<file path="src/inc/flbsc_pkg.sv">
// constants, register map and state type of the flash lock-bit clear controller
// assumes a 40 MHz system clock and an 8-bit asynchronous flash on the far side
package flbsc_pkg;
    // clock and pin timing
    localparam int CLK_PERIOD_NS = 25;
    localparam int READ_ACCESS_NS = 130;
    localparam int RP_WAKE_NS = 600;
    localparam int READ_CYC = (READ_ACCESS_NS + CLK_PERIOD_NS - 1) / CLK_PERIOD_NS;
    localparam int RP_WAKE_CYC = (RP_WAKE_NS + CLK_PERIOD_NS - 1) / CLK_PERIOD_NS;
    // register bus
    localparam int AXI_AW = 8;
    localparam logic [7:0] OFS_CTRL = 8'h00;
    localparam logic [7:0] OFS_CODES = 8'h04;
    localparam logic [7:0] OFS_ADDR = 8'h08;
    localparam logic [7:0] OFS_WDATA = 8'h0C;
    localparam logic [7:0] OFS_STATUS = 8'h10;
    localparam logic [7:0] OFS_RDATA = 8'h14;
    localparam logic [1:0] RESP_OKAY = 2'h0;
    localparam logic [1:0] RESP_DECERR = 2'h3;
    // control register fields
    localparam int CTRL_GO_CLEAR = 0;
    localparam int CTRL_GO_WRITE = 1;
    localparam int CTRL_GO_READ = 2;
    localparam int CTRL_POWERDOWN = 3;
    localparam int CTRL_UNLOCK_HV = 4;
    // status register fields of this controller
    localparam int STAT_BUSY = 8;
    localparam int STAT_DONE = 9;
    localparam int STAT_ERASE_CLR_ERR = 10;
    localparam int STAT_UNDETERMINED = 11;
    localparam int STAT_PROTECT = 12;
    localparam int STAT_SUPPLY_LOW = 13;
    localparam int STAT_SEQ_ERR = 14;
    // operation_status byte of the flash
    localparam int SR_MACHINE_READY = 7;
    localparam int SR_ERASE_SUSPENDED = 6;
    localparam int SR_ERASE_CLEAR_ERROR = 5;
    localparam int SR_WRITE_SETLOCK_ERROR = 4;
    localparam int SR_PROG_SUPPLY_LOW = 3;
    localparam int SR_WRITE_SUSPENDED = 2;
    localparam int SR_PROTECT_ABORT = 1;
    // reset values
    localparam logic [31:0] RST_CODES = 32'h0000_0000;
    localparam logic [19:0] RST_ADDR = 20'h00000;
    localparam logic [7:0] RST_BYTE = 8'h00;

    typedef enum {
        S_IDLE, S_SETUP, S_CONFIRM, S_POLL, S_CLRSTAT, S_READARR, S_SINGLE_WR, S_SINGLE_RD
    } flbsc_state_type;

    typedef enum {B_IDLE, B_SETUP, B_STROBE, B_RELEASE} flbsc_bus_state_type;
endpackage

</file>
<file path="src/hdl/flbsc_bus_cycle.sv">
// one write or read cycle on the flash chip-enable/write-enable/output-enable pins
// assumes the caller keeps reset/power-down high while a cycle runs; abort drops it
`timescale 1ns/1ps
module flbsc_bus_cycle import flbsc_pkg::*; #(
    parameter int ADDR_W = 20,
    parameter int WE_PULSE_CYC = 4,
    parameter int RD_CYC = READ_CYC
) (
    input wire logic clk,
    input wire logic sys_rst,
    input wire logic start,
    input wire logic isWrite,
    input wire logic abort,
    input wire logic [ADDR_W-1:0] addr,
    input wire logic [7:0] wrData,
    output logic ready,
    output logic done,
    output logic [7:0] rdData,
    output logic [ADDR_W-1:0] flashAddr,
    output logic [7:0] flashDqOut,
    output logic flashDqOe,
    input wire logic [7:0] flashDqIn,
    output logic flashCeN,
    output logic flashWeN,
    output logic flashOeN
);
    flbsc_bus_state_type bstate_q;
    logic [7:0] cnt_q;
    logic write_q;
    logic [7:0] dqMeta_q;
    logic [7:0] dqSync_q;

    assign ready = (bstate_q == B_IDLE) && !abort;

    // data pins come from another domain: two flops first
    always_ff @(posedge clk or posedge sys_rst) begin
        if (sys_rst) begin
            dqMeta_q <= 8'h00;
            dqSync_q <= 8'h00;
        end else begin
            dqMeta_q <= flashDqIn;
            dqSync_q <= dqMeta_q;
        end
    end

    // cycle sequencing and strobe timing
    always_ff @(posedge clk or posedge sys_rst) begin
        if (sys_rst) begin
            bstate_q <= B_IDLE;
            cnt_q <= 8'h00;
            write_q <= 1'b0;
            done <= 1'b0;
            rdData <= 8'h00;
        end else begin
            done <= 1'b0;
            if (abort) begin
                bstate_q <= B_IDLE;
            end else begin
                unique case (bstate_q)
                    B_IDLE: if (start) begin
                        write_q <= isWrite;
                        bstate_q <= B_SETUP;
                    end
                    B_SETUP: begin
                        cnt_q <= 8'h00;
                        bstate_q <= B_STROBE;
                    end
                    B_STROBE: begin
                        cnt_q <= cnt_q + 8'h01;
                        if (write_q && cnt_q == 8'(WE_PULSE_CYC - 1)) begin
                            bstate_q <= B_RELEASE;
                        end
                        // access time plus the two synchroniser stages
                        if (!write_q && cnt_q == 8'(RD_CYC + 2)) begin
                            rdData <= dqSync_q;
                            bstate_q <= B_RELEASE;
                        end
                    end
                    B_RELEASE: begin
                        done <= 1'b1;
                        bstate_q <= B_IDLE;
                    end
                endcase
            end
        end
    end

    // pin drive; data held one cycle past the rising write strobe
    always_ff @(posedge clk or posedge sys_rst) begin
        if (sys_rst) begin
            flashAddr <= '0;
            flashDqOut <= 8'h00;
            flashDqOe <= 1'b0;
            flashCeN <= 1'b1;
            flashWeN <= 1'b1;
            flashOeN <= 1'b1;
        end else if (abort) begin
            flashDqOe <= 1'b0;
            flashCeN <= 1'b1;
            flashWeN <= 1'b1;
            flashOeN <= 1'b1;
        end else begin
            if (bstate_q == B_IDLE && start) begin
                flashAddr <= addr;
                flashDqOut <= wrData;
                flashDqOe <= isWrite;
                flashCeN <= 1'b0;
            end
            if (bstate_q == B_SETUP) begin
                flashWeN <= !write_q;
                flashOeN <= write_q;
            end
            if (bstate_q == B_STROBE && bstate_q != B_IDLE && cnt_q == 8'(WE_PULSE_CYC - 1)
                && write_q) begin
                flashWeN <= 1'b1;
            end
            if (bstate_q == B_STROBE && !write_q && cnt_q == 8'(RD_CYC + 2)) begin
                flashOeN <= 1'b1;
            end
            if (bstate_q == B_RELEASE) begin
                flashCeN <= 1'b1;
                flashDqOe <= 1'b0;
            end
        end
    end
endmodule

</file>
<file path="src/hdl/flbsc_ctrl.sv">
// host controller that clears flash block lock-bits and does single byte cycles
// assumes an AXI4-Lite master on the register side and an external switch for the
// unlock high voltage on the reset/power-down pin, steered by unlockVoltEn
//
// Function
// - setup write then execution write
// - poll machine-ready bit until set
// - erase/clear error triggers clear-status command
// - aborted clear leaves bits undetermined, repeat
// - issue read-array before expecting array data
//
// The AXI4-Lite slave port and the register addresses are this design's own decisions.
`timescale 1ns/1ps
module flbsc_ctrl import flbsc_pkg::*; #(
    parameter int ADDR_W = 20,
    parameter int WE_PULSE_CYC = 4
) (
    input wire logic clk,
    input wire logic sys_rst,
    input wire logic [AXI_AW-1:0] s_axi_awaddr,
    input wire logic s_axi_awvalid,
    output logic s_axi_awready,
    input wire logic [31:0] s_axi_wdata,
    input wire logic [3:0] s_axi_wstrb,
    input wire logic s_axi_wvalid,
    output logic s_axi_wready,
    output logic [1:0] s_axi_bresp,
    output logic s_axi_bvalid,
    input wire logic s_axi_bready,
    input wire logic [AXI_AW-1:0] s_axi_araddr,
    input wire logic s_axi_arvalid,
    output logic s_axi_arready,
    output logic [31:0] s_axi_rdata,
    output logic [1:0] s_axi_rresp,
    output logic s_axi_rvalid,
    input wire logic s_axi_rready,
    output logic [ADDR_W-1:0] flashAddr,
    output logic [7:0] flashDqOut,
    output logic flashDqOe,
    input wire logic [7:0] flashDqIn,
    output logic flashCeN,
    output logic flashWeN,
    output logic flashOeN,
    output logic flashRpN,
    output logic unlockVoltEn
);
    flbsc_state_type state_q;
    logic [AXI_AW-1:0] awAddr_q;
    logic [31:0] wData_q;
    logic [3:0] wStrb_q;
    logic wrFire, wrHit;
    logic [31:0] rdMux;
    logic rdHit;
    logic powerDown_q, hvReq_q;
    logic [31:0] codes_q;
    logic [ADDR_W-1:0] addr_q;
    logic [7:0] wByte_q, rByte_q, opStatus_q;
    logic done_q, undetermined_q, issued_q;
    logic [7:0] wakeCnt_q;
    logic goClear, goWrite, goRead, canStart;
    logic busStart, busWrite, busReady, busDone;
    logic [7:0] busData, busRdData;
    logic clearOp, pollReady;

    function automatic logic [31:0] mergeStrb(input logic [31:0] old, input logic [31:0] nw,
                                              input logic [3:0] strb);
        logic [31:0] res;
        res = old;
        for (int i = 0; i < 4; i++) begin
            if (strb[i]) begin
                res[i*8 +: 8] = nw[i*8 +: 8];
            end
        end
        return res;
    endfunction

    // write fires once address and data are both held
    assign wrFire = !s_axi_awready && !s_axi_wready && !s_axi_bvalid;
    assign wrHit = awAddr_q == OFS_CTRL || awAddr_q == OFS_CODES || awAddr_q == OFS_ADDR
                   || awAddr_q == OFS_WDATA;
    assign goClear = wrFire && awAddr_q == OFS_CTRL && wStrb_q[0] && wData_q[CTRL_GO_CLEAR];
    assign goWrite = wrFire && awAddr_q == OFS_CTRL && wStrb_q[0] && wData_q[CTRL_GO_WRITE];
    assign goRead = wrFire && awAddr_q == OFS_CTRL && wStrb_q[0] && wData_q[CTRL_GO_READ];
    // starts while powered down or waking are dropped
    assign canStart = !powerDown_q && wakeCnt_q == 8'h00 && state_q == S_IDLE;

    // axi write channels, address and data taken in either order
    always_ff @(posedge clk or posedge sys_rst) begin
        if (sys_rst) begin
            s_axi_awready <= 1'b1;
            s_axi_wready <= 1'b1;
            s_axi_bvalid <= 1'b0;
            s_axi_bresp <= RESP_OKAY;
            awAddr_q <= '0;
            wData_q <= 32'h0000_0000;
            wStrb_q <= 4'h0;
        end else begin
            if (s_axi_awvalid && s_axi_awready) begin
                awAddr_q <= s_axi_awaddr;
                s_axi_awready <= 1'b0;
            end
            if (s_axi_wvalid && s_axi_wready) begin
                wData_q <= s_axi_wdata;
                wStrb_q <= s_axi_wstrb;
                s_axi_wready <= 1'b0;
            end
            if (wrFire) begin
                s_axi_bvalid <= 1'b1;
                s_axi_bresp <= wrHit ? RESP_OKAY : RESP_DECERR;
            end
            if (s_axi_bvalid && s_axi_bready) begin
                s_axi_bvalid <= 1'b0;
                s_axi_awready <= 1'b1;
                s_axi_wready <= 1'b1;
            end
        end
    end

    // software registers
    always_ff @(posedge clk or posedge sys_rst) begin
        if (sys_rst) begin
            powerDown_q <= 1'b0;
            hvReq_q <= 1'b0;
            codes_q <= RST_CODES;
            addr_q <= RST_ADDR;
            wByte_q <= RST_BYTE;
        end else if (wrFire) begin
            if (awAddr_q == OFS_CTRL && wStrb_q[0]) begin
                powerDown_q <= wData_q[CTRL_POWERDOWN];
                hvReq_q <= wData_q[CTRL_UNLOCK_HV];
            end
            if (awAddr_q == OFS_CODES) begin
                codes_q <= mergeStrb(codes_q, wData_q, wStrb_q);
            end
            if (awAddr_q == OFS_ADDR) begin
                addr_q <= ADDR_W'(mergeStrb(32'(addr_q), wData_q, wStrb_q));
            end
            if (awAddr_q == OFS_WDATA && wStrb_q[0]) begin
                wByte_q <= wData_q[7:0];
            end
        end
    end

    // read decode; flag fields of the status byte only mean something after a clear
    always_comb begin
        rdMux = 32'h0000_0000;
        rdHit = 1'b1;
        unique case (s_axi_araddr)
            OFS_CTRL: rdMux = {27'h0, hvReq_q, powerDown_q, 3'h0};
            OFS_CODES: rdMux = codes_q;
            OFS_ADDR: rdMux = 32'(addr_q);
            OFS_WDATA: rdMux = {24'h0, wByte_q};
            OFS_STATUS: begin
                rdMux[7:0] = opStatus_q;
                rdMux[STAT_BUSY] = !canStart;
                rdMux[STAT_DONE] = done_q;
                rdMux[STAT_ERASE_CLR_ERR] = opStatus_q[SR_ERASE_CLEAR_ERROR];
                rdMux[STAT_UNDETERMINED] = undetermined_q;
                rdMux[STAT_PROTECT] = opStatus_q[SR_PROTECT_ABORT];
                rdMux[STAT_SUPPLY_LOW] = opStatus_q[SR_PROG_SUPPLY_LOW];
                rdMux[STAT_SEQ_ERR] = opStatus_q[SR_ERASE_CLEAR_ERROR]
                                      && opStatus_q[SR_WRITE_SETLOCK_ERROR];
            end
            OFS_RDATA: rdMux = {24'h0, rByte_q};
            default: rdHit = 1'b0;
        endcase
    end

    // axi read channel, answer one cycle after the address
    always_ff @(posedge clk or posedge sys_rst) begin
        if (sys_rst) begin
            s_axi_arready <= 1'b1;
            s_axi_rvalid <= 1'b0;
            s_axi_rdata <= 32'h0000_0000;
            s_axi_rresp <= RESP_OKAY;
        end else begin
            if (s_axi_arvalid && s_axi_arready) begin
                s_axi_arready <= 1'b0;
                s_axi_rvalid <= 1'b1;
                s_axi_rdata <= rdMux;
                s_axi_rresp <= rdHit ? RESP_OKAY : RESP_DECERR;
            end
            if (s_axi_rvalid && s_axi_rready) begin
                s_axi_rvalid <= 1'b0;
                s_axi_arready <= 1'b1;
            end
        end
    end

    // reset pin low keeps flash idle
    always_ff @(posedge clk or posedge sys_rst) begin
        if (sys_rst) begin
            flashRpN <= 1'b1;
            wakeCnt_q <= 8'h00;
        end else begin
            flashRpN <= !powerDown_q;
            if (powerDown_q) begin
                wakeCnt_q <= 8'(RP_WAKE_CYC);
            end else if (wakeCnt_q != 8'h00) begin
                wakeCnt_q <= wakeCnt_q - 8'h01;
            end
        end
    end

    // one bus request per state, except the poll state, which repeats its read until ready
    assign clearOp = state_q == S_SETUP || state_q == S_CONFIRM || state_q == S_POLL;
    assign busStart = !issued_q && busReady && state_q != S_IDLE && !powerDown_q;
    assign busWrite = state_q != S_POLL && state_q != S_SINGLE_RD;
    assign pollReady = state_q == S_POLL && busDone && busRdData[SR_MACHINE_READY];
    always_comb begin
        busData = wByte_q;
        unique case (state_q)
            S_SETUP: busData = codes_q[7:0];
            S_CONFIRM: busData = codes_q[15:8];
            S_CLRSTAT: busData = codes_q[23:16];
            S_READARR: busData = codes_q[31:24];
            default: busData = wByte_q;
        endcase
    end

    // operation sequencer
    always_ff @(posedge clk or posedge sys_rst) begin
        if (sys_rst) begin
            state_q <= S_IDLE;
            issued_q <= 1'b0;
        end else if (powerDown_q && state_q != S_IDLE) begin
            state_q <= S_IDLE;
            issued_q <= 1'b0;
        end else begin
            if (busStart) begin
                issued_q <= 1'b1;
            end
            if (busDone) begin
                issued_q <= 1'b0;
            end
            unique case (state_q)
                S_IDLE: begin
                    if (goClear && canStart) begin
                        state_q <= S_SETUP;
                    end else if (goWrite && canStart) begin
                        state_q <= S_SINGLE_WR;
                    end else if (goRead && canStart) begin
                        state_q <= S_SINGLE_RD;
                    end
                end
                S_SETUP: if (busDone) state_q <= S_CONFIRM;
                S_CONFIRM: if (busDone) state_q <= S_POLL;
                S_POLL: begin
                    if (pollReady) begin
                        state_q <= busRdData[SR_ERASE_CLEAR_ERROR] ? S_CLRSTAT : S_READARR;
                    end
                end
                S_CLRSTAT: if (busDone) state_q <= S_READARR;
                S_READARR: if (busDone) state_q <= S_IDLE;
                S_SINGLE_WR: if (busDone) state_q <= S_IDLE;
                S_SINGLE_RD: if (busDone) state_q <= S_IDLE;
            endcase
        end
    end

    // results and sticky flags
    always_ff @(posedge clk or posedge sys_rst) begin
        if (sys_rst) begin
            opStatus_q <= 8'h00;
            rByte_q <= 8'h00;
            done_q <= 1'b0;
            undetermined_q <= 1'b0;
            unlockVoltEn <= 1'b0;
        end else begin
            // status byte is what the poll returns
            if (pollReady) begin
                opStatus_q <= busRdData;
            end
            if (state_q == S_SINGLE_RD && busDone) begin
                rByte_q <= busRdData;
            end
            if ((goClear || goWrite || goRead) && canStart) begin
                done_q <= 1'b0;
            end
            if ((state_q == S_READARR || state_q == S_SINGLE_WR || state_q == S_SINGLE_RD)
                && busDone && !powerDown_q) begin
                done_q <= 1'b1;
            end
            if (pollReady && !busRdData[SR_ERASE_CLEAR_ERROR]) begin
                undetermined_q <= 1'b0;
            end
            if (powerDown_q && (state_q == S_CONFIRM || state_q == S_POLL)) begin
                undetermined_q <= 1'b1;
            end
            unlockVoltEn <= hvReq_q && clearOp && !powerDown_q;
        end
    end

    flbsc_bus_cycle #(
        .ADDR_W(ADDR_W),
        .WE_PULSE_CYC(WE_PULSE_CYC),
        .RD_CYC(READ_CYC)
    ) u_bus (
        .clk(clk),
        .sys_rst(sys_rst),
        .start(busStart),
        .isWrite(busWrite),
        .abort(powerDown_q),
        .addr(addr_q),
        .wrData(busData),
        .ready(busReady),
        .done(busDone),
        .rdData(busRdData),
        .flashAddr(flashAddr),
        .flashDqOut(flashDqOut),
        .flashDqOe(flashDqOe),
        .flashDqIn(flashDqIn),
        .flashCeN(flashCeN),
        .flashWeN(flashWeN),
        .flashOeN(flashOeN)
    );
endmodule

</file>
<file path="config.mk">
export PLATFORM = sky130hd
export DESIGN_NAME = flbsc_ctrl
export DESIGN_NICKNAME = d
export VERILOG_FILES = /design/src/inc/flbsc_pkg.sv /design/src/hdl/flbsc_bus_cycle.sv /design/src/hdl/flbsc_ctrl.sv
export SDC_FILE = /design/constraint.sdc
export NUM_CORES = 1
export LEC_CHECK = 0
export ABC_AREA = 1
export BUFFER_PORTS_ARGS = -buffer_cell sky130_fd_sc_hd__buf_2
export CAP_MARGIN = 20
export CORE_UTILIZATION = 55
export CTS_CLUSTER_DIAMETER = 120
export CTS_CLUSTER_SIZE = 25
export DETAILED_ROUTE_END_ITERATION = 8
export GPL_ROUTABILITY_DRIVEN = 0
export GPL_TIMING_DRIVEN = 1
export PLACE_DENSITY = 0.82
export SLEW_MARGIN = 20
export SYNTH_ARGS = -nofsm -noshare
export SYNTH_HDL_FRONTEND = slang
export SYNTH_SLANG_ARGS = --single-unit
</file>
<file path="constraint.sdc">
create_clock -name clk -period 8.9 [get_ports clk]
set_input_delay 0.445 -clock clk [delete_from_list [all_inputs] [get_ports clk]]
set_output_delay 0.445 -clock clk [all_outputs]
set_load 0.05 [all_outputs]
</file>
=== Word level (Yosys, flattened, before mapping) ===
Cells that the tools add are included.
Widths: inputs -> output; s select.

* Output and inout port bits: 75
* RAM bits: 0
* Logic and storage cells: 242
* ROM bits: 0
* Memories kept: 0
* Input bits: 67
* Register bits: 306
* Latch bits: 0

* Magnitude comparators: 0
* Multipliers: 0
* Add/subtract/negate cells: 2
* Shifts and indexed selects: 0
* Multiplexer cells: 56
* Equal/unequal tests: 39
* Bitwise logic cells: 1
* Divide/modulo/power cells: 0
* Reduce and logical (&&, ||, !) cells: 101

{| class="wikitable"
|+ Operators with widths
! kind !! count
|-
| $mux 32 || 13
|-
| $eq 32x3->1 const B || 8
|-
| $eq 32x2->1 const B || 6
|-
| $pmux 32 s6 || 1
|-
| $logic_not 32->1 || 4
|-
| $pmux 32 s4 || 1
|-
| $eq 32x4->1 const B || 3
|-
| $pmux 15 s6 || 1
|-
| $eq 32x1->1 const B || 2
|-
| $reduce_bool 32->1 || 2
|-
| $logic_and 1x1->1 || 44
|-
| $eq 8x4->1 const B || 5
|-
| $pmux 17 s2 || 1
|-
| $mux 1 || 33
|-
| $ne 32x3->1 const B || 1
|-
| $ne 32x4->1 const B || 1
|-
| $pmux 8 s4 || 1
|-
| $reduce_and 3->1 || 9
|-
| $logic_not 8->1 || 3
|-
| $eq 8x3->1 const B || 2
|-
| $eq 8x5->1 const B || 2
|-
| $mux 8 || 2
|-
| $pmux 8 s2 || 1
|-
| $reduce_bool 2->1 || 8
|-
| 18 further kinds || 45
|}

=== Depth between registers and ports, before layout ===
* Word-level depth: 12
* Gate-level depth with buffers: 11
* Depth with buffers taken out: 11

=== Cells and area by module ===
Synthesis repeated with hierarchy kept, for this count alone.

* Cells, all modules: 1091
* Area total of the unflattened synthesis: 10611.4 um^2

{| class="wikitable"
|+ By module, submodules not included
! module !! times used !! area each (um^2) !! sequential area each (um^2) !! cells each
|-
| flbsc_ctrl || 1 || 7723.7 || 4434.3 || 862
|-
| flbsc_bus_cycle || 1 || 2887.8 || 1705.4 || 229
|}

=== Least setup slack after synthesis ===
Ideal clock, no wire load.

* Kind: reg2reg
* Start: register s_axi_bvalid
* End: register wByte_q[2]
* Buffers on the path: 1
* Clock period less this slack: 1787 ps
* Path slack: 7113 ps
* Data required time: 8775 ps
* Stages on the path, launching flop included: 7
* Arrival time: 1662 ps
* Setup time: 125 ps
* Path through: dfrtp_1 > nor2_4 > nand2_4 > nor2_4 > nand3_2 > buf_2 > mux2_4

* Word-level cells in the longest chain between the ends: 3

{| class="wikitable"
|+ RTL lines
! element !! line !! RTL
|-
| start, declared || flbsc_ctrl.sv:28 || <nowiki>output logic s_axi_bvalid,</nowiki>
|-
| start signal, assigned || flbsc_ctrl.sv:92 || <nowiki>s_axi_bvalid <= 1'b0;</nowiki>
|-
| start signal, assigned || flbsc_ctrl.sv:108 || <nowiki>s_axi_bvalid <= 1'b1;</nowiki>
|-
| start signal, assigned || flbsc_ctrl.sv:112 || <nowiki>s_axi_bvalid <= 1'b0;</nowiki>
|-
| $logic_not 1->1 || flbsc_ctrl.sv:78 || <nowiki>assign wrFire = !s_axi_awready && !s_axi_wready && !s_axi_bvalid;</nowiki>
|-
| $logic_and 1x1->1 || flbsc_ctrl.sv:78 ||
|-
| $reduce_and 2->1 (no line) || n/a ||
|-
| end signal, assigned || flbsc_ctrl.sv:139 || <nowiki>wByte_q <= wData_q[7:0];</nowiki>
|-
| end, declared || flbsc_ctrl.sv:57 || <nowiki>logic [7:0] wByte_q, rByte_q, opStatus_q;</nowiki>
|}

No other way between the ends.
A chain may end at the register's enable or synchronous reset.

=== Final worst setup path ===
* Start: register state_q[2]
* End: register u_bus.flashDqOut[0]

* Word-level cells in the longest chain between the ends: 5
* Elaborated cells between the ends (all ways): 10
* Classes of those cells: eq/ne (4); mux (1); reduce/logical (5)

{| class="wikitable"
|+ RTL lines
! element !! line !! RTL
|-
| start, declared || flbsc_ctrl.sv:47 || <nowiki>flbsc_state_type state_q;</nowiki>
|-
| start signal, assigned || flbsc_ctrl.sv:250 || <nowiki>state_q <= busRdData[SR_ERASE_CLEAR_ERROR] ? S_CLRSTAT : S_READARR;</nowiki>
|-
| $reduce_bool 32->1 || flbsc_ctrl.sv:207 || <nowiki>assign busStart = !issued_q && busReady && state_q != S_IDLE && !powerDown_q;</nowiki>
|-
| $logic_and 1x1->1 (2 in a row) || flbsc_ctrl.sv:207 ||
|-
| $logic_and 1x1->1 || flbsc_bus_cycle.sv:103 || <nowiki>if (bstate_q == B_IDLE && start) begin</nowiki>
|-
| $reduce_and 2->1 (no line) || n/a ||
|-
| end signal, assigned || flbsc_bus_cycle.sv:105 || <nowiki>flashDqOut <= wrData;</nowiki>
|-
| end, declared || flbsc_bus_cycle.sv:20 || <nowiki>output logic [7:0] flashDqOut,</nowiki>
|}

Several ways; a longest one is shown, not always the timed one.

==> metrics.cfg <==
[outcome]
outcome=finished clean

[power]
seqPwrFrac_pct=47.9
p_switching_mw=1.451
p_sw_share_pct=41.25
combPwrFrac_pct=34.4
p_per_area_mw_per_mm2=302.4
internal_power_mw=2.066
peakVddDrop_mv=0.2412
p_clk_share_pct=17.7
cellLeakagePower_nw=5.701
total_power_mw=3.517

[die]
io-pin-count=142
die_h_microns=139.5
rows=49
die_area_sq_mm=0.01947
coreArea_sq_mm=0.01827
fp.dieW_microns=139.5
initial_core_util_pct=56.95

[setup_path]
cp-start-kind=flop
slowest_stage=dfrtp_1
path_cells=nor2_1 -> inv_1 -> nor2_2 -> inv_2 -> nand4_2 -> buf_4 -> inv_2 -> nor2_1 -> a21oi_1
crit_type=flop to flop
worstReg2RegEnd=u_bus.flashDqOut[0]$_DFFE_PP0P_
crit_buf_inv=4
required_ns=9.27
cp_data_arrival_time_ns=2.60
rrSetupSlack_ns=6.68
max_stage_delay_ns=0.52
ff2ff_path_depth=9
timing.rr.start=state_q[2]$_DFFE_PP0P_
crit_path_end_kind=flop
critical_path.top_delay_family=buffers and inverters
path_max_fanout=46

[detailed_routing]
drt_iter0_drc=707
finalWirelength_microns=23920
routed_via_density=5.510
wl_per_cell_microns=16.59
route.detailed.drc=0
first_pass_iters=5
vias=7946
ant_nets=0

[placed_design]
placed_cells=1421
dp_hpwl_microns=17140
port_buffers=141

[clocking]
cts_tree=done
clk_pin_slew_worst_paths_ns=0.10
hold_buffers=0
clkLatencyLatePin_ns=0.49
htree_levels=1
ctsRootBufferMaster=clkbuf_16
clkSinkCount=245
cts_buffers=13
clock_path_buffers=3
cts_resized=0
cts_post_setup_buffers_inserted=0

[global_routing]
track_usage_pct=25.20
grt_pass1_wl_microns=38940
gr-total-overflow=0
grt_pass1_vias=7704
grt_max_degree=158
antenna_found_initial=0

[synth]
avgSynthCellArea_sq_um=9.616
synth-seq-cells=245
ys_types=46
synth_area_sq_mm=0.01040
async_reset_ff_share_pct=100.0
synth_nets=1158
yosys_warnings=0
synth_edf_count=0
ys.flop_type=dfrtp_1
seq_area_frac_synth_pct=59.01
synth_cells=1082

[sta]
fin_crit_sh_pct=24.99
tightest_slew_ns=1.014
rsz0062_at_grt=no
slew_violations=0
setup_violations=0
finClkSkew_ns=0.02584
finalSetupTns_ns=0
final_hold_viol_count=0
slew_headroom_pct=32.18
min_period_ns=2.224
clock.fmax_mhz=449.6

[worst_hold_path]
hold_class=input pin to asynchronous set/reset pin

[layout]
antennaDiodeCount=0
area_growth_syn_to_layout_pct=11.77
fin_cells=1442
final_nets=1283
final_layout_size_suffix_gt1_share_pct=21.35

[run]
maxCapViolations=0

-- metal layers --
metal / up-vias / global-route usage, % / wire (microns)
li1: 3761 / - / -
met3: 58 / 3.097 / 1500
met1: 3802 / 34.04 / 10040
met2: 325 / 41.39 / 11360
met4: 0 / 10.93 / 1017
met5: - / 0 / 0
-- metrics by stage --
| step | hold WS (ns) | setup slack (ns) | util, % | area, sq um |
|---|---|---|---|---|
| final | 0.07814 | 6.676 | 63.66 | 11630 |
| after global routing | 0.05817 | 6.500 | 63.66 | 11630 |
| after CTS | 0.06630 | 6.703 | 63.61 | 11620 |
| after detailed placement | 0.3378 | 6.295 | 61.61 | 11260 |
| after global placement | 0.3316 | 6.372 | 61.61 | 11260 |
| after floorplan | 0.3312 | 1.737 | - | 10410 |
-- area by class of cell --
cell class	count	area, sq um
clock buffer	19	347.8
clock inverter	2	16.27
fill	1503	6640
inverter	128	493.0
multi-input combinational	675	3615
sequential	245	6140
tap	229	286.5
timing repair buffer	144	732.0
-- worst max path at each step --
stage | startpoint | end | slack [ns] | depth (start not counted)
6_report | state_q[2]$_DFFE_PP0P_ | u_bus.flashDqOut[0]$_DFFE_PP0P_ | 6.68 | 9
5_1_grt | state_q[2]$_DFFE_PP0P_ | u_bus.write_q$_DFFE_PP0P_ | 6.50 | 9
4_1_cts | state_q[2]$_DFFE_PP0P_ | u_bus.flashDqOut[0]$_DFFE_PP0P_ | 6.70 | 9
3_5_place_dp | s_axi_araddr[5] | s_axi_rdata[6]$_DFFE_PP0P_ | 6.30 | 10
3_3_place_gp | s_axi_araddr[5] | s_axi_rdata[6]$_DFFE_PP0P_ | 6.37 | 10
2_1_floorplan | sys_rst | addr_q[0]$_DFFE_PP0P_ | 1.74 | 1
-- layout by cell type, fill, tap and decap left out, types with 3 or more instances in the layout --
| cell type | Yosys | routed |
|---|---|---|
| ha_1 | 9 | 9 |
| a21oi_1 | 57 | 57 |
| nor2_1 | 91 | 91 |
| clkbuf_1 | 13 | 6 |
| nand2_1 | 234 | 233 |
| nand2_2 | 2 | 3 |
| dfrtp_1 | 238 | 238 |
| nor3_1 | 6 | 6 |
| nand3_1 | 34 | 34 |
| a21oi_2 | 8 | 8 |
| nand3_2 | 3 | 3 |
| nor2_2 | 9 | 9 |
| nor3_2 | 3 | 3 |
| dfstp_2 | 7 | 7 |
| mux2_2 | 47 | 47 |
| o21ai_1 | 7 | 7 |
| inv_2 | 7 | 7 |
| o21ai_0 | 102 | 102 |
| clkbuf_16 | 0 | 13 |
| buf_2 | 15 | 141 |
| o22ai_1 | 19 | 19 |
| o31ai_1 | 14 | 14 |
| nor2_4 | 4 | 4 |
| inv_1 | 119 | 118 |
-- logic make-up (layout without fill, tap and decap cells) --
kind of cell    Yosys count  count (layout)  synth area share (%)
mux                      49              49                 5.375
compound gates          217             217                 11.54
fa+ha+maj                 9               9                 1.082
simple gates            398             398                 16.55
xor+xnor                  2               2                0.1684
flops                   245             245                 59.01
buf+inv                 162             293                 6.277
-- flip-flops by register name, indices dropped and copies added (netlist names), 20 cells and up --
name / cells
codes_q: 32
s_axi_rdata: 32
wData_q: 32
addr_q: 20
u_bus.flashAddr: 20
-- synth_stat cells, types with 3 or more instances --
cell type	number	area share, %
nand3_2	3	0.29
mux2_2	47	5.1
nor3_2	3	0.29
ha_1	9	1.1
a21oi_1	57	2.7
o31ai_1	14	1.0
nor2_2	9	0.54
nor2_1	91	3.3
o21ai_0	102	4.9
nor3_1	6	0.29
nand3_1	34	1.6
inv_2	7	0.25
dfrtp_1	238	57
inv_1	119	4.3
nand2_1	234	8.4
clkbuf_1	13	0.47
buf_4	3	0.22
o22ai_1	19	1.1
buf_2	15	0.72
nor2_4	4	0.43
a21oi_2	8	0.67
dfstp_2	7	1.8
o21ai_1	7	0.34
-- worst reg2reg max path, delay by kind of cell (launching register included) --
family                 cells  cell delay [ns]
flip-flops                 1             0.52
buffers and inverters      4             0.86
AND/OR/NAND/NOR            4             0.68
AO/OA/AOI/OAI              1             0.06
-- power by group through the flow --
stage / clock, mW / combinational (mW) / sequential (mW)
after global routing: 0.675 / 1.33 / 1.71
after CTS: 0.635 / 1.21 / 1.68
after floorplan: 0 / 0.659 / 1.89
final: 0.621 / 1.21 / 1.68
after detailed placement: 0 / 1.21 / 1.70
after global placement: 0 / 1.17 / 1.69
Power figures use the tool's default switching activity.
